**src/rtl/aer_regs_pkg.sv**
```systemverilog
`default_nettype none
package aer_regs_pkg;
  // byte addresses of the register words
  localparam logic [11:0] CORR_FLAGS_ADDR = 12'h110;
  localparam logic [11:0] CORR_MASKS_ADDR = 12'h114;
  localparam logic [11:0] CAP_CTRL_ADDR = 12'h118;
  localparam logic [11:0] HDR_WORD0_ADDR = 12'h11c;
  localparam logic [11:0] HDR_WORD1_ADDR = 12'h120;
  localparam logic [11:0] HDR_WORD2_ADDR = 12'h124;
  localparam logic [11:0] HDR_WORD3_ADDR = 12'h128;
  localparam logic [11:0] INT_FLAGS_ADDR = 12'h130;
  localparam logic [11:0] INT_MASK_ADDR = 12'h134;

  // correctable status / mask bit positions
  localparam int RX_ERR_BIT = 0;
  localparam int BAD_TLP_BIT = 6;
  localparam int BAD_DLLP_BIT = 7;
  localparam int REPLAY_ROLL_BIT = 8;
  localparam int REPLAY_TMO_BIT = 12;
  localparam int ADVISORY_BIT = 13;
  localparam logic [31:0] CORR_VALID_MASK = 32'h0000_31c1;
  localparam logic [31:0] CORR_RESET = 32'h0000_0000;

  // capability / control field positions
  localparam int FEP_LSB = 0;
  localparam int FEP_MSB = 4;
  localparam int GEN_CAP_BIT = 5;
  localparam int GEN_EN_BIT = 6;
  localparam int CHK_CAP_BIT = 7;
  localparam int CHK_EN_BIT = 8;
  localparam logic [31:0] HDR_RESET = 32'h0000_0000;

  // interrupt status bits: one shared by all unmasked correctable errors, one for header capture
  localparam int INT_CORR_BIT = 0;
  localparam int INT_HDR_BIT = 1;
  localparam int INT_WIDTH = 2;
endpackage
`default_nettype wire

```
**src/rtl/aer_w1c_bit.sv**
```systemverilog
`default_nettype none
module aer_w1c_bit (
  // clock and reset
  input wire logic clk_in,
  input wire logic reset_in,
  // set and clear
  input wire logic set_in,
  input wire logic clr_in,
  // state
  output logic flag_out
);
  typedef struct packed {
    logic flag;
  } w1c_state_t;
  w1c_state_t st_r;
  w1c_state_t st_nxt;

  // a set in the cycle of a clear wins so no event is lost
  always_comb begin
    st_nxt = st_r;
    if (clr_in) begin
      st_nxt.flag = 1'b0;
    end
    if (set_in) begin
      st_nxt.flag = 1'b1;
    end
  end

  always_ff @(posedge clk_in) begin
    if (reset_in) begin
      st_r <= '0;
    end else begin
      st_r <= st_nxt;
    end
  end

  assign flag_out = st_r.flag;

  a_set_wins: assert property (@(posedge clk_in) disable iff (reset_in)
    set_in |=> flag_out) else $error("flag not set after event");
endmodule
`default_nettype wire

```
**src/rtl/aer_hdr_word.sv**
```systemverilog
`default_nettype none
module aer_hdr_word
  import aer_regs_pkg::*;
(
  // clock and cold reset only: the word is sticky
  input wire logic clk_in,
  input wire logic cold_reset_in,
  // capture
  input wire logic load_in,
  input wire logic [31:0] data_in,
  // stored word
  output logic [31:0] word_out
);
  typedef struct packed {
    logic [31:0] word;
  } hdr_state_t;
  hdr_state_t st_r;
  hdr_state_t st_nxt;

  always_comb begin
    st_nxt = st_r;
    if (load_in) begin
      st_nxt.word = data_in;
    end
  end

  always_ff @(posedge clk_in) begin
    if (cold_reset_in) begin
      st_r.word <= HDR_RESET;
    end else begin
      st_r <= st_nxt;
    end
  end

  assign word_out = st_r.word;
endmodule
`default_nettype wire

```
**src/rtl/aer_regs.sv**
```systemverilog
`default_nettype none
// Overview of operation
// - a receiver error sets status bit 0, reset zero, cleared by writing one.
// - a bad transaction layer packet sets status bit 6, cleared by writing one.
// - a bad data link layer packet sets status bit 7, cleared by writing one.
// - a replay number rollover sets status bit 8, cleared by writing one.
// - a replay timer expiry sets status bit 12, cleared by writing one.
// - an advisory non-fatal error sets status bit 13, cleared by writing one.
// - the mask word has a read-write bit reset to zero at each status bit.
// - mask bits sit at 0, 6, 7, 8, 12 and 13 matching the status layout.
// - an uncorrectable error captures the packet header into the log words.
// - header byte 0 lands in bits 31:24 of the first captured log word.
// - log words are 32-bit, read-only, sticky, and zero after cold reset.
module aer_regs
  import aer_regs_pkg::*;
#(
  parameter logic ECRC_GEN_CAPABLE = 1'b1,
  parameter logic ECRC_CHK_CAPABLE = 1'b1
) (
  // clock and resets
  input wire logic CLK_SYS_IN,
  input wire logic RESET_IN,
  input wire logic COLD_RESET_IN,
  // apb slave
  input wire logic PSEL_IN,
  input wire logic PENABLE_IN,
  input wire logic PWRITE_IN,
  input wire logic [11:0] PADDR_IN,
  input wire logic [31:0] PWDATA_IN,
  output logic [31:0] PRDATA_OUT,
  output logic PREADY_OUT,
  output logic PSLVERR_OUT,
  // correctable error events, one-cycle pulses
  input wire logic RX_ERR_IN,
  input wire logic BAD_TLP_IN,
  input wire logic BAD_DLLP_IN,
  input wire logic REPLAY_ROLL_IN,
  input wire logic REPLAY_TMO_IN,
  input wire logic ADVISORY_IN,
  // uncorrectable error capture
  input wire logic UNCORR_ERR_IN,
  input wire logic [4:0] UNCORR_POS_IN,
  input wire logic [127:0] HDR_IN,
  // outputs
  output logic ECRC_GEN_EN_OUT,
  output logic ECRC_CHK_EN_OUT,
  output logic CORR_REPORT_OUT,
  output logic IRQ_OUT
);
  typedef struct packed {
    logic [31:0] masks;
    logic [4:0] first_ptr;
    logic fep_valid;
    logic gen_en;
    logic chk_en;
    logic [INT_WIDTH-1:0] int_mask;
    logic [31:0] rdata;
    logic ready;
    logic slverr;
    logic gen_out;
    logic chk_out;
    logic corr_rep;
    logic irq;
  } regs_state_t;
  regs_state_t st_r;
  regs_state_t st_nxt;

  // sticky part survives ordinary reset
  typedef struct packed {
    logic [4:0] ptr;
    logic valid;
  } sticky_t;
  sticky_t sk_r;
  sticky_t sk_nxt;

  logic access;
  logic wr;
  logic [31:0] ev;
  logic [31:0] clr;
  logic [31:0] flags;
  logic [INT_WIDTH-1:0] int_ev;
  logic [INT_WIDTH-1:0] int_clr;
  logic [INT_WIDTH-1:0] int_flags;
  logic [31:0] hdr_word [4];
  logic [31:0] cap_word;
  logic hit;

  // one wait state: pready is registered and rises the cycle after the access cycle
  assign access = PSEL_IN && PENABLE_IN && !st_r.ready;
  assign wr = access && PWRITE_IN;

  always_comb begin
    ev = '0;
    ev[RX_ERR_BIT] = RX_ERR_IN;
    ev[BAD_TLP_BIT] = BAD_TLP_IN;
    ev[BAD_DLLP_BIT] = BAD_DLLP_IN;
    ev[REPLAY_ROLL_BIT] = REPLAY_ROLL_IN;
    ev[REPLAY_TMO_BIT] = REPLAY_TMO_IN;
    ev[ADVISORY_BIT] = ADVISORY_IN;
  end

  // only defined positions accept a write-one clear
  assign clr = (wr && PADDR_IN == CORR_FLAGS_ADDR) ?
               (PWDATA_IN & CORR_VALID_MASK) : 32'h0000_0000;

  genvar g;
  generate
    for (g = 0; g < 32; g++) begin : g_flag
      if (CORR_VALID_MASK[g]) begin : g_impl
        aer_w1c_bit u_bit (
          .clk_in(CLK_SYS_IN),
          .reset_in(RESET_IN),
          .set_in(ev[g]),
          .clr_in(clr[g]),
          .flag_out(flags[g])
        );
      end else begin : g_rsvd
        assign flags[g] = 1'b0;
      end
    end
    for (g = 0; g < 4; g++) begin : g_hdr
      // byte 0 of the header is the top byte of HDR_IN
      aer_hdr_word u_word (
        .clk_in(CLK_SYS_IN),
        .cold_reset_in(COLD_RESET_IN),
        .load_in(UNCORR_ERR_IN),
        .data_in(HDR_IN[127-32*g -: 32]),
        .word_out(hdr_word[g])
      );
    end
  endgenerate

  assign int_ev[INT_CORR_BIT] = |(ev & ~st_r.masks);
  assign int_ev[INT_HDR_BIT] = UNCORR_ERR_IN;
  assign int_clr = (wr && PADDR_IN == INT_FLAGS_ADDR) ?
                   PWDATA_IN[INT_WIDTH-1:0] : '0;
  generate
    for (g = 0; g < INT_WIDTH; g++) begin : g_int
      aer_w1c_bit u_int (
        .clk_in(CLK_SYS_IN),
        .reset_in(RESET_IN),
        .set_in(int_ev[g]),
        .clr_in(int_clr[g]),
        .flag_out(int_flags[g])
      );
    end
  endgenerate

  always_comb begin
    cap_word = '0;
    cap_word[FEP_MSB:FEP_LSB] = sk_r.ptr;
    cap_word[GEN_CAP_BIT] = ECRC_GEN_CAPABLE;
    cap_word[GEN_EN_BIT] = st_r.gen_en;
    cap_word[CHK_CAP_BIT] = ECRC_CHK_CAPABLE;
    cap_word[CHK_EN_BIT] = st_r.chk_en;
  end

  always_comb begin
    sk_nxt = sk_r;
    // pointer holds the first error until the log is re-armed
    if (UNCORR_ERR_IN && !sk_r.valid) begin
      sk_nxt.ptr = UNCORR_POS_IN;
      sk_nxt.valid = 1'b1;
    end
    if (int_clr[INT_HDR_BIT] && !UNCORR_ERR_IN) begin
      sk_nxt.valid = 1'b0;
    end
  end

  always_comb begin
    st_nxt = st_r;
    hit = 1'b1;
    st_nxt.ready = access;
    st_nxt.slverr = 1'b0;
    if (access) begin
      st_nxt.rdata = 32'h0000_0000;
      unique case (PADDR_IN)
        CORR_FLAGS_ADDR: st_nxt.rdata = flags;
        CORR_MASKS_ADDR: begin
          st_nxt.rdata = st_r.masks;
          if (PWRITE_IN) begin
            st_nxt.masks = PWDATA_IN & CORR_VALID_MASK;
          end
        end
        CAP_CTRL_ADDR: begin
          st_nxt.rdata = cap_word;
          if (PWRITE_IN) begin
            st_nxt.gen_en = PWDATA_IN[GEN_EN_BIT];
            st_nxt.chk_en = PWDATA_IN[CHK_EN_BIT];
          end
        end
        HDR_WORD0_ADDR: st_nxt.rdata = hdr_word[0];
        HDR_WORD1_ADDR: st_nxt.rdata = hdr_word[1];
        HDR_WORD2_ADDR: st_nxt.rdata = hdr_word[2];
        HDR_WORD3_ADDR: st_nxt.rdata = hdr_word[3];
        INT_FLAGS_ADDR: st_nxt.rdata = {30'h0, int_flags};
        INT_MASK_ADDR: begin
          st_nxt.rdata = {30'h0, st_r.int_mask};
          if (PWRITE_IN) begin
            st_nxt.int_mask = PWDATA_IN[INT_WIDTH-1:0];
          end
        end
        default: hit = 1'b0;
      endcase
      st_nxt.slverr = !hit;
    end
    // an enable only acts when the matching capability is present
    st_nxt.gen_out = st_nxt.gen_en && ECRC_GEN_CAPABLE;
    st_nxt.chk_out = st_nxt.chk_en && ECRC_CHK_CAPABLE;
    st_nxt.corr_rep = |(ev & ~st_r.masks);
    st_nxt.irq = |(int_flags & ~st_r.int_mask);
  end

  always_ff @(posedge CLK_SYS_IN) begin
    if (RESET_IN) begin
      st_r <= '0;
    end else begin
      st_r <= st_nxt;
    end
  end

  always_ff @(posedge CLK_SYS_IN) begin
    if (COLD_RESET_IN) begin
      sk_r <= '0;
    end else begin
      sk_r <= sk_nxt;
    end
  end

  assign PRDATA_OUT = st_r.rdata;
  assign PREADY_OUT = st_r.ready;
  assign PSLVERR_OUT = st_r.slverr;
  assign ECRC_GEN_EN_OUT = st_r.gen_out;
  assign ECRC_CHK_EN_OUT = st_r.chk_out;
  assign CORR_REPORT_OUT = st_r.corr_rep;
  assign IRQ_OUT = st_r.irq;

  // a one-edge cold reset leaves disable iff at that very edge, so the
  // sticky checks also test the sampled cold reset in their antecedent
  a_rx_err_set: assert property (
    @(posedge CLK_SYS_IN) disable iff (RESET_IN)
    RX_ERR_IN |=> flags[RX_ERR_BIT]) else $error("rx error not set");
  a_rx_clear: assert property (
    @(posedge CLK_SYS_IN) disable iff (RESET_IN)
    clr[RX_ERR_BIT] && !RX_ERR_IN |=> !flags[RX_ERR_BIT])
    else $error("rx error not cleared");
  a_bad_tlp_set: assert property (
    @(posedge CLK_SYS_IN) disable iff (RESET_IN)
    BAD_TLP_IN |=> flags[BAD_TLP_BIT]) else $error("bad tlp not set");
  a_bad_dllp_set: assert property (
    @(posedge CLK_SYS_IN) disable iff (RESET_IN)
    BAD_DLLP_IN |=> flags[BAD_DLLP_BIT]) else $error("dllp not set");
  a_roll_set: assert property (
    @(posedge CLK_SYS_IN) disable iff (RESET_IN)
    REPLAY_ROLL_IN |=> flags[REPLAY_ROLL_BIT]) else $error("roll");
  a_tmo_set: assert property (
    @(posedge CLK_SYS_IN) disable iff (RESET_IN)
    REPLAY_TMO_IN |=> flags[REPLAY_TMO_BIT]) else $error("timeout");
  a_adv_clear: assert property (
    @(posedge CLK_SYS_IN) disable iff (RESET_IN)
    clr[ADVISORY_BIT] && !ADVISORY_IN |=> !flags[ADVISORY_BIT])
    else $error("advisory not cleared");
  a_adv_set: assert property (
    @(posedge CLK_SYS_IN) disable iff (RESET_IN)
    ADVISORY_IN |=> flags[ADVISORY_BIT]) else $error("advisory not set");
  a_mask_report: assert property (
    @(posedge CLK_SYS_IN) disable iff (RESET_IN)
    st_r.masks[RX_ERR_BIT] && $stable(st_r.masks) && ev == 32'h1
    |=> !CORR_REPORT_OUT) else $error("masked error reported");
  a_unmasked_report: assert property (
    @(posedge CLK_SYS_IN) disable iff (RESET_IN)
    |(ev & ~st_r.masks) |=> CORR_REPORT_OUT)
    else $error("unmasked error not reported");
  a_mask_layout: assert property (
    @(posedge CLK_SYS_IN) disable iff (RESET_IN)
    (st_r.masks & ~CORR_VALID_MASK) == 32'h0)
    else $error("mask outside layout");
  a_hdr_capture: assert property (
    @(posedge CLK_SYS_IN) disable iff (COLD_RESET_IN)
    UNCORR_ERR_IN |=> hdr_word[0] == $past(HDR_IN[127:96]))
    else $error("header not captured");
  a_hdr_last_word: assert property (
    @(posedge CLK_SYS_IN) disable iff (COLD_RESET_IN)
    UNCORR_ERR_IN |=> hdr_word[3] == $past(HDR_IN[31:0]))
    else $error("last header word not captured");
  a_hdr_sticky: assert property (
    @(posedge CLK_SYS_IN) disable iff (COLD_RESET_IN)
    !COLD_RESET_IN && !UNCORR_ERR_IN |=> $stable(hdr_word[3]))
    else $error("header word changed");
  a_fep_first: assert property (
    @(posedge CLK_SYS_IN) disable iff (COLD_RESET_IN)
    UNCORR_ERR_IN && !sk_r.valid |=> sk_r.ptr == $past(UNCORR_POS_IN))
    else $error("first pointer not recorded");
  a_fep_hold: assert property (
    @(posedge CLK_SYS_IN) disable iff (COLD_RESET_IN)
    !COLD_RESET_IN && sk_r.valid && !int_clr[INT_HDR_BIT]
    |=> $stable(sk_r.ptr)) else $error("first pointer moved");
  a_ecrc_gated: assert property (
    @(posedge CLK_SYS_IN) disable iff (RESET_IN)
    ECRC_GEN_EN_OUT == (st_r.gen_en && ECRC_GEN_CAPABLE) &&
    ECRC_CHK_EN_OUT == (st_r.chk_en && ECRC_CHK_CAPABLE))
    else $error("ecrc enable not gated");
  a_rsvd_zero: assert property (
    @(posedge CLK_SYS_IN) disable iff (RESET_IN)
    (flags & ~CORR_VALID_MASK) == 32'h0) else $error("reserved set");
  a_ready_pulse: assert property (
    @(posedge CLK_SYS_IN) disable iff (RESET_IN)
    PREADY_OUT |=> !PREADY_OUT) else $error("ready held too long");
  c_clear_flag: cover property (@(posedge CLK_SYS_IN) clr[RX_ERR_BIT]);
  c_hdr_log: cover property (@(posedge CLK_SYS_IN) UNCORR_ERR_IN);
  c_irq: cover property (@(posedge CLK_SYS_IN) IRQ_OUT);
  c_masked_event: cover property (@(posedge CLK_SYS_IN)
    |(ev & st_r.masks));
  c_ptr_recorded: cover property (@(posedge CLK_SYS_IN)
    UNCORR_ERR_IN && !sk_r.valid);
endmodule
`default_nettype wire

```
**config.mk**
```make
export PLATFORM = sky130hd
export DESIGN_NAME = aer_regs
export DESIGN_NICKNAME = d
export VERILOG_FILES = /design/src/rtl/aer_regs_pkg.sv /design/src/rtl/aer_w1c_bit.sv /design/src/rtl/aer_hdr_word.sv /design/src/rtl/aer_regs.sv
export SDC_FILE = /design/constraint.sdc
export NUM_CORES = 1
export LEC_CHECK = 0
export ABC_AREA = 1
export BUFFER_PORTS_ARGS = -buffer_cell sky130_fd_sc_hd__buf_2
export CAP_MARGIN = 15
export CORE_MARGIN = 2
export CORE_UTILIZATION = 56
export CTS_CLUSTER_SIZE = 8
export DETAILED_ROUTE_END_ITERATION = 10
export GPL_ROUTABILITY_DRIVEN = 1
export PLACE_DENSITY = 0.81
export SYNTH_ARGS = -nofsm -noshare
export SYNTH_HDL_FRONTEND = slang
export SYNTH_SLANG_ARGS = --single-unit
```
**constraint.sdc**
```tcl
create_clock -name CLK_SYS_IN -period 3.8 [get_ports CLK_SYS_IN]
set_clock_uncertainty 0.2 [all_clocks]
set_input_delay 0.57 -clock CLK_SYS_IN [delete_from_list [all_inputs] [get_ports CLK_SYS_IN]]
set_output_delay 0.57 -clock CLK_SYS_IN [all_outputs]
set_load 0.02 [all_outputs]
```
==> results of run 1 <==
[cell type report]
class | instances | area share, %
antenna | 2 | 0.0531
clock buffer | 20 | 4.85
clock inverter | 11 | 1.18
inverter | 74 | 3.03
multi-input combinational | 769 | 37.0
sequential | 188 | 39.9
tap | 184 | 2.44
timing repair buffer | 208 | 11.5
[cell families (layout without fill, tap and decap cells)]
logic type      count (synthesis)  count (layout)  synth area share (%)
simple gates                  511             511                  25.9
compound gates                258             258                  16.9
buf+inv                       172             313                  10.9
flops                         188             188                  46.3
other cells                     0               2                     0
[power by group through the flow]
stage | registers [mW] | logic [mW] | clock network (mW)
2_1_floorplan | 2.14 | 0.202 | 0
3_3_place_gp | 2.14 | 0.333 | 0
3_5_place_dp | 2.15 | 0.339 | 0
4_1_cts | 2.10 | 0.341 | 1.73
5_1_grt | 2.11 | 0.383 | 1.81
6_report | 2.10 | 0.342 | 1.72
[metal layers]
metal	track usage (%)	wire (µm)
met4	8.86	464
met2	39.6	9240
met1	41.5	10400
met5	0	0
met3	5.46	1500
[layout by cell type, fill, tap and decap left out]
master	netlist	layout
a211oi_1	32	32
nand2_2	7	7
dfxtp_1	188	188
nand2_1	380	380
nor2_1	57	57
buf_4	32	6
clkbuf_1	37	1
nor2_2	1	1
buf_2	8	200
o21ai_1	42	42
nor3_1	3	3
nor3_2	1	1
o21ai_0	29	29
buf_12	0	2
nor2_8	1	1
bufinv_16	0	1
clkinv_2	2	3
o22ai_1	4	4
nor4_1	1	1
nand2_4	3	3
clkbuf_16	0	17
clkinvlp_4	0	2
inv_2	4	3
nand3_1	45	45
diode_2	0	2
a21oi_1	151	151
nand4_1	5	5
inv_6	0	3
clkbuf_8	3	2
nand3b_1	1	1
inv_1	67	67
nor2_4	6	6
inv_4	1	2
clkinv_4	0	4
[path summary, 6_finish.rpt]
kind / endpoint / slack [ns] / depth (start not counted)
setup reg to reg: PSLVERR_OUT$_SDFF_PP0_ / 1.57 / 6
hold reg to reg: PRDATA_OUT[25]$_SDFFE_PP0N_ / 0.26 / 2
hold / removal: g_hdr[1].u_word.word_out[2]$_SDFFE_PP0P_ / 0.18 / 3
setup / recovery: PRDATA_OUT[30]$_SDFFE_PP0N_ / 1.55 / 10
[through the flow]
stage | utilization (%) | hold slack, ns
after floorplan | - | 0.234
after global placement | 61.6 | 0.248
after detailed placement | 61.6 | 0.251
after CTS | 65.5 | 0.168
after global routing | 65.6 | 0.181
final | 65.6 | 0.177
[registers in the layout (all words and copies together) (netlist names), 2 cells and up]
| register | cells |
|---|---|
| g_int.u_int.flag_out | 2 |
| g_hdr.u_word.word_out | 128 |
| PRDATA_OUT | 32 |
| g_flag.g_impl.u_bit.flag_out | 6 |
| cap_word | 5 |
| st_r | 8 |
[critical path, stage by stage]
cell and delay [ns]:
buf_2 0.10, inv_1 0.05, nand2_1 0.11, nor2_8 0.42, nand2_2 0.45, inv_1 0.28, nand2_1 0.08, o21ai_0 0.07
o21ai_0 0.11, a21oi_1 0.14
==> qor.yml, run 1 <==
status: "finished clean"
synth_ff_type: "dfxtp_1"
clk_latency_ns: 0.43
synth.cell_area_um2: 8140
setup-tns-final_ns: 0
yosysMostFrequentCell: "nand2_1"
pre_cts_slack_ns: 1.11
numPortBuffers: 202
dp_cells: 1423
vias: 7630
wire_per_inst_um: 14.8
switching_share_pct: 24.5
netlist.area_leader.share_pct: 46.3
p_total_mw: 4.16
cts_inserted_buffers: 17
slew_headroom_pct: 34.0
syn_nets: 1319
cp.arrival_ns: 2.41
gr-usage-all-layers_pct: 27.6
ios: 228
yosysSeqAreaShare_pct: 46.3
yosys_warnings: 0
fin_ws_ns: 1.55
rsz0062_at_grt: "no"
r2r_start: "PREADY_OUT$_SDFF_PP0_"
avgViaCountPerCell: 5.24
fillers: 1338
multi_input_area_um2: 3480
cts_tree: "built"
synth_cell_types: 30
die-width_um: 125
ys_seq_elements: 188
cap_viol_max_count: 0
grt_pass1_vias: 6764
first_pass_iters: 7
critical_path_class: "in2reg"
final_cells: 1456
hold_path.class: "in2reg"
max_freq_mhz: 444
async_reset_ff_share_pct: 0
fin_nets: 1448
worst_slew_pin_slew_ns: 0.989
setup_violations: 0
antenna_found_initial: 2
ctsResizeCount: 0
dieHeight_um: 125
finalHoldViolCount: 0
worstHoldStart: "HDR_IN[66]"
syn_area_per_cell_um2: 7.21
startpoint: "PADDR_IN[10]"
grt_max_degree: 98
clk_path_buf_depth: 2
core_um2: 14400
gr-total-overflow: 0
p_per_area_nw_per_um2: 442
slew_viol_final: 0
p_int_mw: 3.14
wl_mm: 21.6
cp-end-kind: "flop"
area_growth_pct: 15.8
cp_max_fo: 33
start_kind: "input port"
final_antenna_net_count: 0
final-seq-area_um2: 3760
clockPowerShare_pct: 41.2
switching_power_mw: 1.02
synth_area_leader_cell: "dfxtp_1"
p_comb_share_pct: 8.2
grt_pass1_wl_mm: 34.3
route.detailed.drc: 0
drt_iter0_markers: 670
seq_power_share_pct: 50.5
post-route-period-util_pct: 59.2
clkTransAtPathRegs_ns: 0.07
postCtsHoldBufs: 0
dpl_cell_area_um2: 8850
die_area_um2: 15500
root_buffer: "clkbuf_16"
htreeDepth: 4
rows: 44
min_period_ns: 2.25
final_cell_area_um2: 9420
cts_sinks: 188
dpl.hpwl_mm: 14.7
place.gp.congestion: 0.901
ir_worst_vdd_uv: 345
synth_edf_count: 0
initial_core_util_pct: 56.6
cts_setup_buffers: 0
drive_gt1_share_pct: 20.8
power.leakage_nw: 4.23
synth_area_leaders: "dfxtp_1, nand2_1, a21oi_1"
syn-instance-count: 1129
crit_required_ns: 3.96
ys_top_cells_by_count: "nand2_1, dfxtp_1, a21oi_1"
No activity file was read; power rests on OpenSTA's default activity.
==> inputs of run 2 (changes only) <==
- CORE_UTILIZATION: 56 -> 47
- PLACE_DENSITY: 0.81 -> 0.72
- clock period: 3.8 -> 2 ns (I/O delays scaled with it)
==> run 2 against run 1 <==
Against the previous run: die area grew 19%; register-to-register slack got worse by 1.4 ns; setup slack got worse by 1.4 ns; count of clock-buffer cells in the layout down 3; routed wire length up 19%; combinational power grew to 2.7 times the previous value; flip-flop and latch count unchanged; critical path type unchanged.
==> qor.yml, run 2 (synthesis gave the netlist of run 1 again) <==
dieHeight_um: 136  # +8.9%
grt_busiest_layer: "met2"
hold_path.class: "in2reg"
post-route-period-util_pct: 94.2
p_total_mw: 8.38  # +100%
clk_latency_ns: 0.43  # about the same
final_common_cell: "nand2_1"
setup_violations: 0  # unchanged
avgViaCountPerCell: 5.10  # -2.7%
setup-tns-final_ns: 0  # unchanged
vias: 8567  # +12%
fin_hold_ws_ns: 0.0151  # -0.162 ns
min_period_ns: 1.88
worstHoldStart: "COLD_RESET_IN"
grt_pass1_wl_mm: 39.8  # +16%
htreeDepth: 4  # unchanged
grt_max_degree: 98  # unchanged
cp-end-kind: "flop"
wl_mm: 25.7  # +19%
power.leakage_nw: 5.07  # +20%
drive_gt1_share_pct: 20.7  # -0.10 points
p_per_area_nw_per_um2: 739  # +67%
grt_pass1_vias: 7935  # +17%
die-width_um: 136  # +8.9%
worst_slew_pin_slew_ns: 0.470  # -0.519 ns
crit_required_ns: 2.12  # -1.84 ns
drt_iter0_markers: 814  # +21%
start_kind: "input port"
antenna_found_initial: 1  # -1
endpoint: "g_flag[12].g_impl.u_bit.flag_out$_SDFFE_PP0P_"
first_pass_iters: 5  # -2
multi_input_area_um2: 3490  # +0.22%
gr-usage-all-layers_pct: 27.6  # +0.072 points
r2r_start: "PREADY_OUT$_SDFF_PP0_"
rsz0062_at_grt: "no"
ir_worst_vdd_uv: 680  # +97%
finalHoldViolCount: 0  # unchanged
max_freq_mhz: 531
status: "finished clean"
fin_nets: 1632  # +13%
layout_common_cells: "nand2_1, buf_2, dfxtp_1"
numPortBuffers: 202  # unchanged
rows: 48  # +9.1%
cts_inserted_buffers: 17  # unchanged
die_area_um2: 18400  # +19%
initial_core_util_pct: 47.5  # -9.1 points
cp.arrival_ns: 2.00  # -0.41 ns
reg2reg_to: "g_flag[12].g_impl.u_bit.flag_out$_SDFFE_PP0P_"
ios: 228  # unchanged
clkTransAtPathRegs_ns: 0.07  # about the same
final_antenna_net_count: 0  # unchanged
grtUsageMet2_pct: 42.3  # +2.6 points
cap_viol_max_count: 0  # unchanged
use_met1_pct: 39.3  # -2.1 points
place.gp.congestion: 0.947  # +5.1%
dpl.hpwl_mm: 16.3  # +11%
cts_tree: "built"
gr-total-overflow: 0  # unchanged
critical_path_class: "in2reg"
slew_viol_final: 0  # unchanged
grt_use_met3_pct: 5.50  # +0.044 points
slew_headroom_pct: 68.7  # +35 points
cts_sinks: 188  # unchanged
area_growth_pct: 39.2
reg2reg_depth: 7  # +1
fillers: 1463  # +9.3%
route.detailed.drc: 0  # unchanged
clk_path_buf_depth: 2  # unchanged
wire_per_inst_um: 15.3  # +3.3%
cp_max_fo: 4  # -88%
startpoint: "PADDR_IN[7]"
largest_register_ffs: 128  # unchanged
core_um2: 17100  # +19%
final-seq-area_um2: 3760  # unchanged
r2r_setup_slack_ns: 0.14  # -1.43 ns
root_buffer: "clkbuf_16"
-- run 2: cell count changes in the layout (fill, tap and decap cells not counted), moves of 4 or more --
cell / previous run / this run
buf_4: 6 / 32
dlygate4sd3_1: 0 / 152
clkinv_2: 3 / 7
buf_12: 2 / 7
-- run 2: cell type report --
type	instances	share of cell area, %
clock buffers	17	3.75
well taps	225	2.48
diodes	1	0.0221
inverters	74	2.52
multi-input cells	769	30.8
clock inverters	15	1.52
flip-flops and latches	188	33.2
repair buffers	392	25.7
-- run 2: repair_timing --
action                                  CTS  global route
endpoints found under the hold margin   149             0
resized for setup                         0             3
hold buffers                            152             0
buffers inserted                          0             7
endpoints found under the setup margin    0             2
-- run 2: metrics by stage --
step	std cells	setup WS [ns]	area (µm²)	utilization [%]
5_1_grt	1681	0.0238	11300	66.2
6_report	1681	0.116	11300	66.2
2_1_floorplan	1129	0.420	8140	-
3_3_place_gp	1489	0.109	9150	53.4
4_1_cts	1673	0.0436	11300	65.8
3_5_place_dp	1489	0.0671	9150	53.4
-- run 2: worst min-delay path by stage --
stage	end	slack [ns]	cells after the start
CTS	g_hdr[1].u_word.word_out[14]$_SDFFE_PP0P_	0.0006	2
global route	g_hdr[1].u_word.word_out[21]$_SDFFE_PP0P_	0.02	2
detailed placement	g_hdr[3].u_word.word_out[8]$_SDFFE_PP0P_	0.25	2
floorplan	g_hdr[0].u_word.word_out[1]$_SDFFE_PP0P_	0.23	2
finish	g_hdr[1].u_word.word_out[19]$_SDFFE_PP0P_	0.02	2
global placement	g_hdr[3].u_word.word_out[28]$_SDFFE_PP0P_	0.25	2
-- run 2: worst max-delay path: stages --
cell and delay, ns:
buf_2 0.10, nor2_2 0.17, nand2_2 0.11, buf_4 0.16, nor3_2 0.21, buf_4 0.15, nand3_1 0.07, nand2_1 0.07
a21oi_1 0.08, dlygate4sd3_1 0.57
-- run 2: report_power, final --
| group | internal [mW] | switching [mW] |
|---|---|---|
| Combinational | 0.470 | 0.462 |
| Clock | 1.97 | 1.48 |
| Sequential | 3.92 | 0.0798 |
| Total | 6.35 | 2.02 |
-- run 2: layer usage --
metal | vias up | routed length, µm
met5 | - | 0
met1 | 3916 | 11800
li1 | 4239 | -
met2 | 367 | 11500
met3 | 45 | 1860
met4 | 0 | 535
